[src/sncr_pkg.sv]
// shared constants and types for the switch node configuration bank
package sncr_pkg;

   // register indices (word addresses on the configuration port)
   localparam logic [7:0] SNCR_IDX_IDENT     = 8'h00;
   localparam logic [7:0] SNCR_IDX_DESC      = 8'h01;
   localparam logic [7:0] SNCR_IDX_SWCFG     = 8'h04;
   localparam logic [7:0] SNCR_IDX_NODEID    = 8'h05;
   localparam logic [7:0] SNCR_IDX_PLL       = 8'h06;
   localparam logic [7:0] SNCR_IDX_SWDIV     = 8'h07;
   localparam logic [7:0] SNCR_IDX_REFDIV    = 8'h08;
   localparam logic [7:0] SNCR_IDX_JTAGID    = 8'h09;
   localparam logic [7:0] SNCR_IDX_USERCODE  = 8'h0A;
   localparam logic [7:0] SNCR_IDX_DIRLO     = 8'h0C;
   localparam logic [7:0] SNCR_IDX_DIRHI     = 8'h0D;

   // switch configuration field positions
   localparam int SNCR_CFG_CTLLOCK_BIT = 31;
   localparam int SNCR_CFG_PLLLOCK_BIT = 8;
   localparam int SNCR_CFG_HDR1_BIT    = 0;

   // pll settings field positions
   localparam int SNCR_PLL_NORST_BIT   = 31;
   localparam int SNCR_PLL_NOWAIT_BIT  = 30;
   localparam int SNCR_PLL_BYPASS_BIT  = 29;
   localparam int SNCR_PLL_JTAGBT_BIT  = 28;
   localparam int SNCR_PLL_P_LSB       = 23;
   localparam int SNCR_PLL_M_LSB       = 8;
   localparam int SNCR_PLL_N_LSB       = 0;

   // writable-bit masks; everything else is reserved or read-only
   localparam logic [31:0] SNCR_MASK_SWCFG  = 32'h8000_0101;
   localparam logic [31:0] SNCR_MASK_PLL    = 32'hF39F_FF7F;
   localparam logic [31:0] SNCR_MASK_LOW16  = 32'h0000_FFFF;

   // values after reset
   localparam logic [31:0] SNCR_RST_SWCFG   = 32'h0000_0000;
   localparam logic [15:0] SNCR_RST_NODEID  = 16'h0000;
   localparam logic [15:0] SNCR_RST_SWDIV   = 16'h0000;
   localparam logic [15:0] SNCR_RST_REFDIV  = 16'h0003;
   localparam logic [31:0] SNCR_RST_DIR     = 32'h0000_0000;
   localparam logic [31:0] SNCR_RST_PLL     = 32'h0000_0000;

   // length of the tile reset pulse raised by a pll settings write
   localparam logic [3:0] SNCR_TILE_RST_CYC = 4'h8;

   // configuration access request
   typedef struct packed {
      logic        wrEn;
      logic        rdEn;
      logic [7:0]  index;
      logic [31:0] wrData;
   } sncr_req_type;

   // routing decision
   typedef struct packed {
      logic       isLocal;
      logic [3:0] direction;
   } sncr_route_type;

endpackage : sncr_pkg

[src/sncr_regs.sv]
// configuration register bank and route lookup of the switch node
//
// Functional notes
// - identity word shows boot pins at 23:16, revision 15:8, version 7:0
// - description word shows link count, local and device processor counts
// - config bit 31 set blocks all writes to switch control registers
// - config bit 8 set blocks writes to pll control register
// - config bit 0 selects one-byte headers; resets to zero
// - node identifier is writable 16 bits, resets to zero
// - any pll settings write resets the tile unless suppressed
// - pll bit 31 applies new settings without chip reset
// - pll bit 30 skips waiting for pll re-lock
// - pll bit 29 places pll in bypass
// - pll bit 28 forces boot from jtag port
// - output divider p at 25:23, ratio minus one
// - feedback multiplier m at 20:8, ratio minus one
// - input divider n at 6:0, ratio minus one
// - switch clock divider is writable 16 bits, resets to zero
// - reference clock divider is writable 16 bits, resets to three
// - usercode word shows otp usercode 31:18 and metal id 17:0
// - low direction table: eight 4-bit fields, dimension 7 on top
// - route by most significant mismatching id bit; low table bits 7..0
// - high direction table serves mismatches in bits 15..8
// - high direction table: eight 4-bit fields, dimension 15 on top
module sncr_regs
   import sncr_pkg::*;
#(
   // arbitrary neutral identification values
   parameter logic [7:0]  SW_REVISION  = 8'h01,
   parameter logic [7:0]  SW_VERSION   = 8'h01,
   parameter logic [7:0]  NUM_LINKS    = 8'h08,
   parameter logic [7:0]  NUM_PROC_SW  = 8'h02,
   parameter logic [7:0]  NUM_PROC_DEV = 8'h02,
   parameter logic [31:0] JTAG_ID      = 32'h0000_0001,
   parameter logic [17:0] METAL_ID     = 18'h00001
) (
   input  wire logic           clk_sys,
   input  wire logic           srst,
   input  wire logic [7:0]     bootPins,
   input  wire logic [13:0]    otpUsercode,
   input  wire sncr_req_type   cfgReq,
   output logic [31:0]         cfgRdData,
   output logic                cfgRdValid,
   output logic                cfgWrRefused,
   input  wire logic [15:0]    pktDest,
   output sncr_route_type      route,
   output logic                headerOneByte,
   output logic [15:0]         nodeId,
   output logic [15:0]         switchClkDiv,
   output logic [15:0]         refClkDiv,
   output logic [2:0]          pllOutDiv,
   output logic [12:0]         pllMult,
   output logic [6:0]          pllInDiv,
   output logic                pllBypass,
   output logic                bootFromJtag,
   output logic                pllNoRelockWait,
   output logic                pllApply,
   output logic                tileReset
);

   //////////////////////////////////////////////////////////////////////////
   // pin synchronisers

   logic [7:0]  bootMeta_r;
   logic [7:0]  bootSync_r;
   logic [13:0] otpMeta_r;
   logic [13:0] otpSync_r;
   logic        bootCaptured_r;
   logic [7:0]  bootLatched_r;

   always_ff @(posedge clk_sys) begin
      bootMeta_r <= bootPins;
      bootSync_r <= bootMeta_r;
      otpMeta_r  <= otpUsercode;
      otpSync_r  <= otpMeta_r;
   end

   // boot pins are caught once after reset release, via the synchroniser
   // capture boot pins
   always_ff @(posedge clk_sys) begin
      if (srst) begin
         bootCaptured_r <= 1'b0;
         bootLatched_r  <= 8'h00;
      end else if (!bootCaptured_r) begin
         bootCaptured_r <= 1'b1;
         bootLatched_r  <= bootSync_r;
      end
   end

   //////////////////////////////////////////////////////////////////////////
   // write decode

   logic [31:0] swCfg_r;
   logic [15:0] nodeId_r;
   logic [31:0] pll_r;
   logic [15:0] swDiv_r;
   logic [15:0] refDiv_r;
   logic [31:0] dirLo_r;
   logic [31:0] dirHi_r;
   logic        ctlLocked;
   logic        pllLocked;
   logic        wrOk;
   logic        pllWrOk;

   assign ctlLocked = swCfg_r[SNCR_CFG_CTLLOCK_BIT];
   assign pllLocked = swCfg_r[SNCR_CFG_PLLLOCK_BIT];
   assign wrOk      = cfgReq.wrEn && !ctlLocked;
   assign pllWrOk   = wrOk && !pllLocked
                      && (cfgReq.index == SNCR_IDX_PLL);

   function automatic logic isWritable(input logic [7:0] idx);
      return idx == SNCR_IDX_SWCFG || idx == SNCR_IDX_NODEID
          || idx == SNCR_IDX_PLL   || idx == SNCR_IDX_SWDIV
          || idx == SNCR_IDX_REFDIV || idx == SNCR_IDX_DIRLO
          || idx == SNCR_IDX_DIRHI;
   endfunction : isWritable

   // refusal strobe: locked bank or locked pll register
   // report refused writes
   always_ff @(posedge clk_sys) begin
      if (srst) begin
         cfgWrRefused <= 1'b0;
      end else begin
         cfgWrRefused <= cfgReq.wrEn && isWritable(cfgReq.index)
            && (ctlLocked
                || (pllLocked && cfgReq.index == SNCR_IDX_PLL));
      end
   end

   // header mode and locks live here
   always_ff @(posedge clk_sys) begin
      if (srst) begin
         swCfg_r <= SNCR_RST_SWCFG;
      end else if (wrOk && cfgReq.index == SNCR_IDX_SWCFG) begin
         swCfg_r <= cfgReq.wrData & SNCR_MASK_SWCFG;
      end
   end

   always_ff @(posedge clk_sys) begin
      if (srst) begin
         nodeId_r <= SNCR_RST_NODEID;
      end else if (wrOk && cfgReq.index == SNCR_IDX_NODEID) begin
         nodeId_r <= cfgReq.wrData[15:0];
      end
   end

   always_ff @(posedge clk_sys) begin
      if (srst) begin
         pll_r <= SNCR_RST_PLL;
      end else if (pllWrOk) begin
         pll_r <= cfgReq.wrData & SNCR_MASK_PLL;
      end
   end

   always_ff @(posedge clk_sys) begin
      if (srst) begin
         swDiv_r <= SNCR_RST_SWDIV;
      end else if (wrOk && cfgReq.index == SNCR_IDX_SWDIV) begin
         swDiv_r <= cfgReq.wrData[15:0];
      end
   end

   always_ff @(posedge clk_sys) begin
      if (srst) begin
         refDiv_r <= SNCR_RST_REFDIV;
      end else if (wrOk && cfgReq.index == SNCR_IDX_REFDIV) begin
         refDiv_r <= cfgReq.wrData[15:0];
      end
   end

   always_ff @(posedge clk_sys) begin
      if (srst) begin
         dirLo_r <= SNCR_RST_DIR;
         dirHi_r <= SNCR_RST_DIR;
      end else if (wrOk) begin
         if (cfgReq.index == SNCR_IDX_DIRLO) begin
            dirLo_r <= cfgReq.wrData;
         end
         if (cfgReq.index == SNCR_IDX_DIRHI) begin
            dirHi_r <= cfgReq.wrData;
         end
      end
   end

   //////////////////////////////////////////////////////////////////////////
   // pll write side effects

   logic [3:0] tileRstCnt_r;
   logic       tileRstLoad;
   assign tileRstLoad = pllWrOk && !cfgReq.wrData[SNCR_PLL_NORST_BIT];

   // settings reach the pll on a one-cycle apply strobe
   // apply without reset when bit 31 is set
   always_ff @(posedge clk_sys) begin
      if (srst) begin
         pllApply <= 1'b0;
      end else begin
         pllApply <= pllWrOk;
      end
   end

   // a fixed pulse length keeps the tile held across the pll update;
   // the output is a flop so a counter decode cannot glitch the reset
   // tile reset on pll write
   always_ff @(posedge clk_sys) begin
      if (srst) begin
         tileRstCnt_r <= 4'h0;
         tileReset    <= 1'b0;
      end else begin
         tileReset <= tileRstLoad || (tileRstCnt_r > 4'h1);
         if (tileRstLoad) begin
            tileRstCnt_r <= SNCR_TILE_RST_CYC;
         end else if (tileRstCnt_r != 4'h0) begin
            tileRstCnt_r <= tileRstCnt_r - 4'h1;
         end
      end
   end

   assign pllNoRelockWait = pll_r[SNCR_PLL_NOWAIT_BIT];
   assign pllBypass       = pll_r[SNCR_PLL_BYPASS_BIT];
   assign bootFromJtag    = pll_r[SNCR_PLL_JTAGBT_BIT];
   assign pllOutDiv       = pll_r[SNCR_PLL_P_LSB +: 3];
   assign pllMult         = pll_r[SNCR_PLL_M_LSB +: 13];
   assign pllInDiv        = pll_r[SNCR_PLL_N_LSB +: 7];
   assign headerOneByte   = swCfg_r[SNCR_CFG_HDR1_BIT];
   assign nodeId          = nodeId_r;
   assign switchClkDiv    = swDiv_r;
   assign refClkDiv       = refDiv_r;

   //////////////////////////////////////////////////////////////////////////
   // read path

   logic [31:0] rdMux;

   // reserved bits and unmapped indices read zero
   always_comb begin
      rdMux = 32'h0000_0000;
      unique case (cfgReq.index)
         SNCR_IDX_IDENT:
            rdMux = {8'h00, bootLatched_r, SW_REVISION, SW_VERSION};
         SNCR_IDX_DESC:
            rdMux = {8'h00, NUM_LINKS, NUM_PROC_SW, NUM_PROC_DEV};
         SNCR_IDX_SWCFG:    rdMux = swCfg_r;
         SNCR_IDX_NODEID:   rdMux = {16'h0000, nodeId_r};
         SNCR_IDX_PLL:      rdMux = pll_r;
         SNCR_IDX_SWDIV:    rdMux = {16'h0000, swDiv_r};
         SNCR_IDX_REFDIV:   rdMux = {16'h0000, refDiv_r};
         SNCR_IDX_JTAGID:   rdMux = JTAG_ID;
         SNCR_IDX_USERCODE: rdMux = {otpSync_r, METAL_ID};
         SNCR_IDX_DIRLO:    rdMux = dirLo_r;
         SNCR_IDX_DIRHI:    rdMux = dirHi_r;
         default:           rdMux = 32'h0000_0000;
      endcase
   end

   always_ff @(posedge clk_sys) begin
      if (srst) begin
         cfgRdData  <= 32'h0000_0000;
         cfgRdValid <= 1'b0;
      end else begin
         cfgRdValid <= cfgReq.rdEn;
         if (cfgReq.rdEn) begin
            cfgRdData <= rdMux;
         end
      end
   end

   //////////////////////////////////////////////////////////////////////////
   // route lookup

   function automatic logic [3:0] topBit(input logic [15:0] diff);
      logic [3:0] pos;
      pos = 4'h0;
      for (int i = 0; i < 16; i++) begin
         if (diff[i]) begin
            pos = 4'(i);
         end
      end
      return pos;
   endfunction : topBit

   logic [15:0]    idDiff;
   logic [3:0]     dim;
   sncr_route_type routeNxt;

   assign idDiff = pktDest ^ nodeId_r;
   assign dim    = topBit(idDiff);

   // most significant mismatch selects low or high table entry
   always_comb begin
      routeNxt.isLocal   = (idDiff == 16'h0000);
      routeNxt.direction = 4'h0;
      if (!routeNxt.isLocal) begin
         if (dim[3]) begin
            routeNxt.direction = dirHi_r[{dim[2:0], 2'b00} +: 4];
         end else begin
            routeNxt.direction = dirLo_r[{dim[2:0], 2'b00} +: 4];
         end
      end
   end

   always_ff @(posedge clk_sys) begin
      if (srst) begin
         route <= '0;
      end else begin
         route <= routeNxt;
      end
   end
endmodule : sncr_regs

[config.mk]
export PLATFORM = sky130hd
export DESIGN_NAME = sncr_regs
export DESIGN_NICKNAME = d
export VERILOG_FILES = /design/src/sncr_pkg.sv /design/src/sncr_regs.sv
export SDC_FILE = /design/constraint.sdc
export NUM_CORES = 1
export LEC_CHECK = 0
export BUFFER_PORTS_ARGS = -buffer_cell sky130_fd_sc_hd__buf_4
export CORE_MARGIN = 2
export CORE_UTILIZATION = 50
export CTS_BUF_LIST = sky130_fd_sc_hd__clkbuf_16
export CTS_CLUSTER_DIAMETER = 80
export DETAILED_ROUTE_END_ITERATION = 7
export PLACE_DENSITY_LB_ADDON = 0.3
export REMOVE_ABC_BUFFERS = 1
export SETUP_SLACK_MARGIN = 0.2
export SLEW_MARGIN = 10
export SYNTH_ARGS = -nofsm -noshare
export SYNTH_HDL_FRONTEND = slang
export SYNTH_SLANG_ARGS = --single-unit
export TNS_END_PERCENT = 30
[constraint.sdc]
create_clock -name clk_sys -period 6.8 [get_ports clk_sys]
set_input_delay 0.34 -clock clk_sys [delete_from_list [all_inputs] [get_ports clk_sys]]
set_output_delay 0.34 -clock clk_sys [all_outputs]
set_load 0.05 [all_outputs]
==> results.toml <==
[synthesis]
synth.largest_area_cell = "dfxtp_1"
async_reset_ff_frac = 0
dominantRegCellSynth = "dfxtp_1"
synth_seq_area_share = 0.495
yosys_warnings = 0
syn_area_mm2 = 0.00971
synth_top_area_share = 0.495
synth_seq_cells = 240
synth_edf_count = 0
syn_avg_cell_area_um2 = 8.21
synth_most_common_cell = "nand2_1"
yosys-top-cells-area = "dfxtp_1 (49%), nand2_1 (14%), a21oi_1 (10%), mux2i_1 (3.1%), a222oi_1 (2.8%)"
yosys-top-cells-count = "nand2_1 (350), dfxtp_1 (240), a21oi_1 (201)"
synth_cell_types = 54
postSynthCellCount = 1182

[sta]
hold_viol = 0
slew_violations = 0
rsz0062_at_grt = "no"
timing_worst_slew_pin_value_ns = 1.08
fmax_mhz = 309
clock_skew_ns = 0.00679
finalCritPeriodShare = 0.477
slew-limit-headroom = 0.278
tns_ns = 0
finalSetupViolations = 0
fin_crit_ns = 3.24

[critical_path]
r2r-end = "route[0]"
required_ns = 7.21
cp.depth = 6
path_buf_inv = 0
rr_worst_depth = 6
worstPathMaxFanout = 19
reg2reg_slack_ns = 3.56
path_cells = "xor2_1 > or4_4 > nor2_2 > mux4_2 > a22o_1 > a221o_1"
crit_path_end = "route[0]"
critPathLaunchType = "flip-flop"
crit_family = "simple AND/OR/NAND/NOR gates"
slowest_stage = "nor2_2"
path_class = "flip-flop to flip-flop"
critPathLaunch = "nodeId[8]"
cp.arrival_ns = 3.65
timing.rr.start = "nodeId[8]"
max_stage_delay_ns = 0.82
cp-end-kind = "flip-flop"

[power_and_ir_drop]
peakVddDrop_mv = 0.248
power_density_mw_per_mm2 = 242
cellLeakagePower_nw = 4.58
total_power_mw = 2.93

[clock_tree]
clk_latency_ns = 0.52
clockBufferDepth = 3
htree_levels = 1
cts_resized = 0
clkTransAtPathRegs_ns = 0.06
cts_tree = "done"
cts_root_buf = "clkbuf_16"
cts.sinks = 240
numCtsBuffers = 25

[placement]
hpwl_mm = 19.5
place.gp.congestion = 0.953
io_buffers = 197

[grt]
grt_pass1_vias = 8740
grt_overflow_total = 0
grt_max_degree = 98
grt_use_total = 0.286
grt_pass1_wl_mm = 46.6
antenna_found_initial = 0

[status]
status = "finished clean"

[detailed_routing]
vias = 9157
wl_per_cell_um = 18.8
drt_iter0_markers = 954
drcViolationCount = 0
routed_via_density = 5.67
dr.pass1.iters = 7
routed_wl_mm = 30.3
final_antenna_net_count = 0

[layout]
antenna_cells = 0
fill_cells = 1621
layout-drive-gt1-share = 0.194
syn_to_final_growth_pct = 24.7
nets = 1425

[flow_run]
drv_cap = 0

[die]
ioPinCount = 198
die_x_um = 143
core_area_mm2 = 0.0189
row_count = 50
die_area_mm2 = 0.0205
die_y_um = 143
start_util = 0.514

[hold_path]
min_path_type = "primary input to flip-flop"
-- per-layer routing --
| metal | up-vias | track usage | share of wire | wire length (um) |
|---|---|---|---|---|
| met5 | - | 0 | 0 | 0 |
| met2 | 465 | 0.472 | 0.47 | 14200 |
| met4 | 0 | 0.102 | 0.030 | 922 |
| met1 | 4285 | 0.378 | 0.41 | 12500 |
| met3 | 64 | 0.0546 | 0.090 | 2740 |
| li1 | 4343 | - | - | - |
-- kinds of logic (layout without fill, tap and decap cells) --
| family | Yosys count | count (layout) | share of synthesized area |
|---|---|---|---|
| xor+xnor | 23 | 23 | 0.0215 |
| fa+ha+maj | 3 | 3 | 0.00387 |
| buf+inv | 112 | 286 | 0.0544 |
| flops | 240 | 240 | 0.495 |
| compound gates | 294 | 294 | 0.180 |
| mux | 38 | 38 | 0.0487 |
| simple gates | 472 | 472 | 0.197 |
-- cell type report --
type	instances	area (um2)	share of cell area
clock inverters	18	105	0.00868
inverters	7	26.3	0.00217
clock buffers	25	626	0.0517
repair buffers	236	1830	0.151
flip-flops and latches	240	4800	0.397
multi-input cells	830	4390	0.362
well taps	260	325	0.0269
-- sequential cells by signal, summed over array words and instances, names as in the netlist --
| register | flops |
|---|---|
| cfgRdValid | 1 |
| pllApply | 1 |
| dirHi_r | 32 |
| cfgRdData | 32 |
| bootMeta_r | 8 |
| nodeId | 16 |
| tileReset | 1 |
| otpSync_r | 14 |
| pll_r | 27 |
| bootSync_r | 8 |
| refClkDiv | 16 |
| dirLo_r | 32 |
| cfgWrRefused | 1 |
| route | 5 |
| bootCaptured_r | 1 |
| bootLatched_r | 8 |
| switchClkDiv | 16 |
| tileRstCnt_r | 4 |
| swCfg_r | 3 |
| otpMeta_r | 14 |
-- report_power, final --
group / leakage [nW] / internal (mW) / total (mW) / switching, mW
logic: 2.23 / 0.0948 / 0.229 / 0.134
clock network: 0.390 / 0.700 / 1.24 / 0.543
registers: 1.95 / 1.44 / 1.46 / 0.0180
total: 4.58 / 2.23 / 2.93 / 0.696
-- how the worst min path moves through the flow --
stage             startpoint            end  slack, ns  depth (start not counted)
2_1_floorplan  bootMeta_r[0]  bootSync_r[0]       0.31                          0
3_3_place_gp    otpMeta_r[8]   otpSync_r[8]       0.31                          0
3_5_place_dp   bootMeta_r[3]  bootSync_r[3]       0.31                          0
4_1_cts           cfgReq[26]    dirLo_r[26]       0.07                          3
5_1_grt           cfgReq[25]      pll_r[25]       0.09                          3
6_report          cfgReq[26]    dirLo_r[26]       0.08                          3
-- cells in the final DEF (no fill, tap or decap), drive strengths merged, types with 2 or more instances in the layout --
cell type | netlist | final
clkbuf | 65 | 25
nor3 | 6 | 6
xor2 | 8 | 8
ha | 3 | 3
a221o | 4 | 4
a222oi | 27 | 27
nand2 | 350 | 350
dlygate4sd3 | 0 | 22
a41oi | 2 | 2
o211ai | 2 | 2
clkinv | 2 | 11
inv | 5 | 13
nand2b | 2 | 2
nor2 | 68 | 68
and2 | 12 | 12
mux4 | 7 | 7
mux2i | 30 | 30
nand3b | 2 | 2
xnor2 | 15 | 15
buf | 40 | 214
a22oi | 2 | 2
a221oi | 4 | 4
a31oi | 13 | 13
a22o | 4 | 4
a211oi | 10 | 10
nor4 | 4 | 4
nand4 | 4 | 4
nor2b | 4 | 4
or4 | 2 | 2
dfxtp | 240 | 240
a21oi | 201 | 201
or3 | 2 | 2
nand3 | 12 | 12
o21ai | 18 | 18
-- through the flow --
step	hold slack, ns	util	cell area [um2]	worst slack, ns	cells
detailed placement	0.312	0.590	11200	3.29	1551
global route	0.0874	0.641	12100	3.50	1616
finish	0.0794	0.641	12100	3.56	1616
CTS	0.0651	0.641	12100	3.61	1616
floorplan	0.310	-	9210	3.70	1077
global placement	0.312	0.590	11200	3.36	1551
-- worst reg2reg max path, cell delays in order (launching register included) --
cell and delay [ns]:
dfxtp_1 0.51, xor2_1 0.18, or4_4 0.47, nor2_2 0.82
mux4_2 0.64, a22o_1 0.26, a221o_1 0.25
-- what timing repair did --
item,4_1_cts,5_1_grt
hold buffers,22,0
setup buffers,0,0
hold endpoints to repair,22,0
setup endpoints to repair,0,0
(Power assumes the default switching activity.)
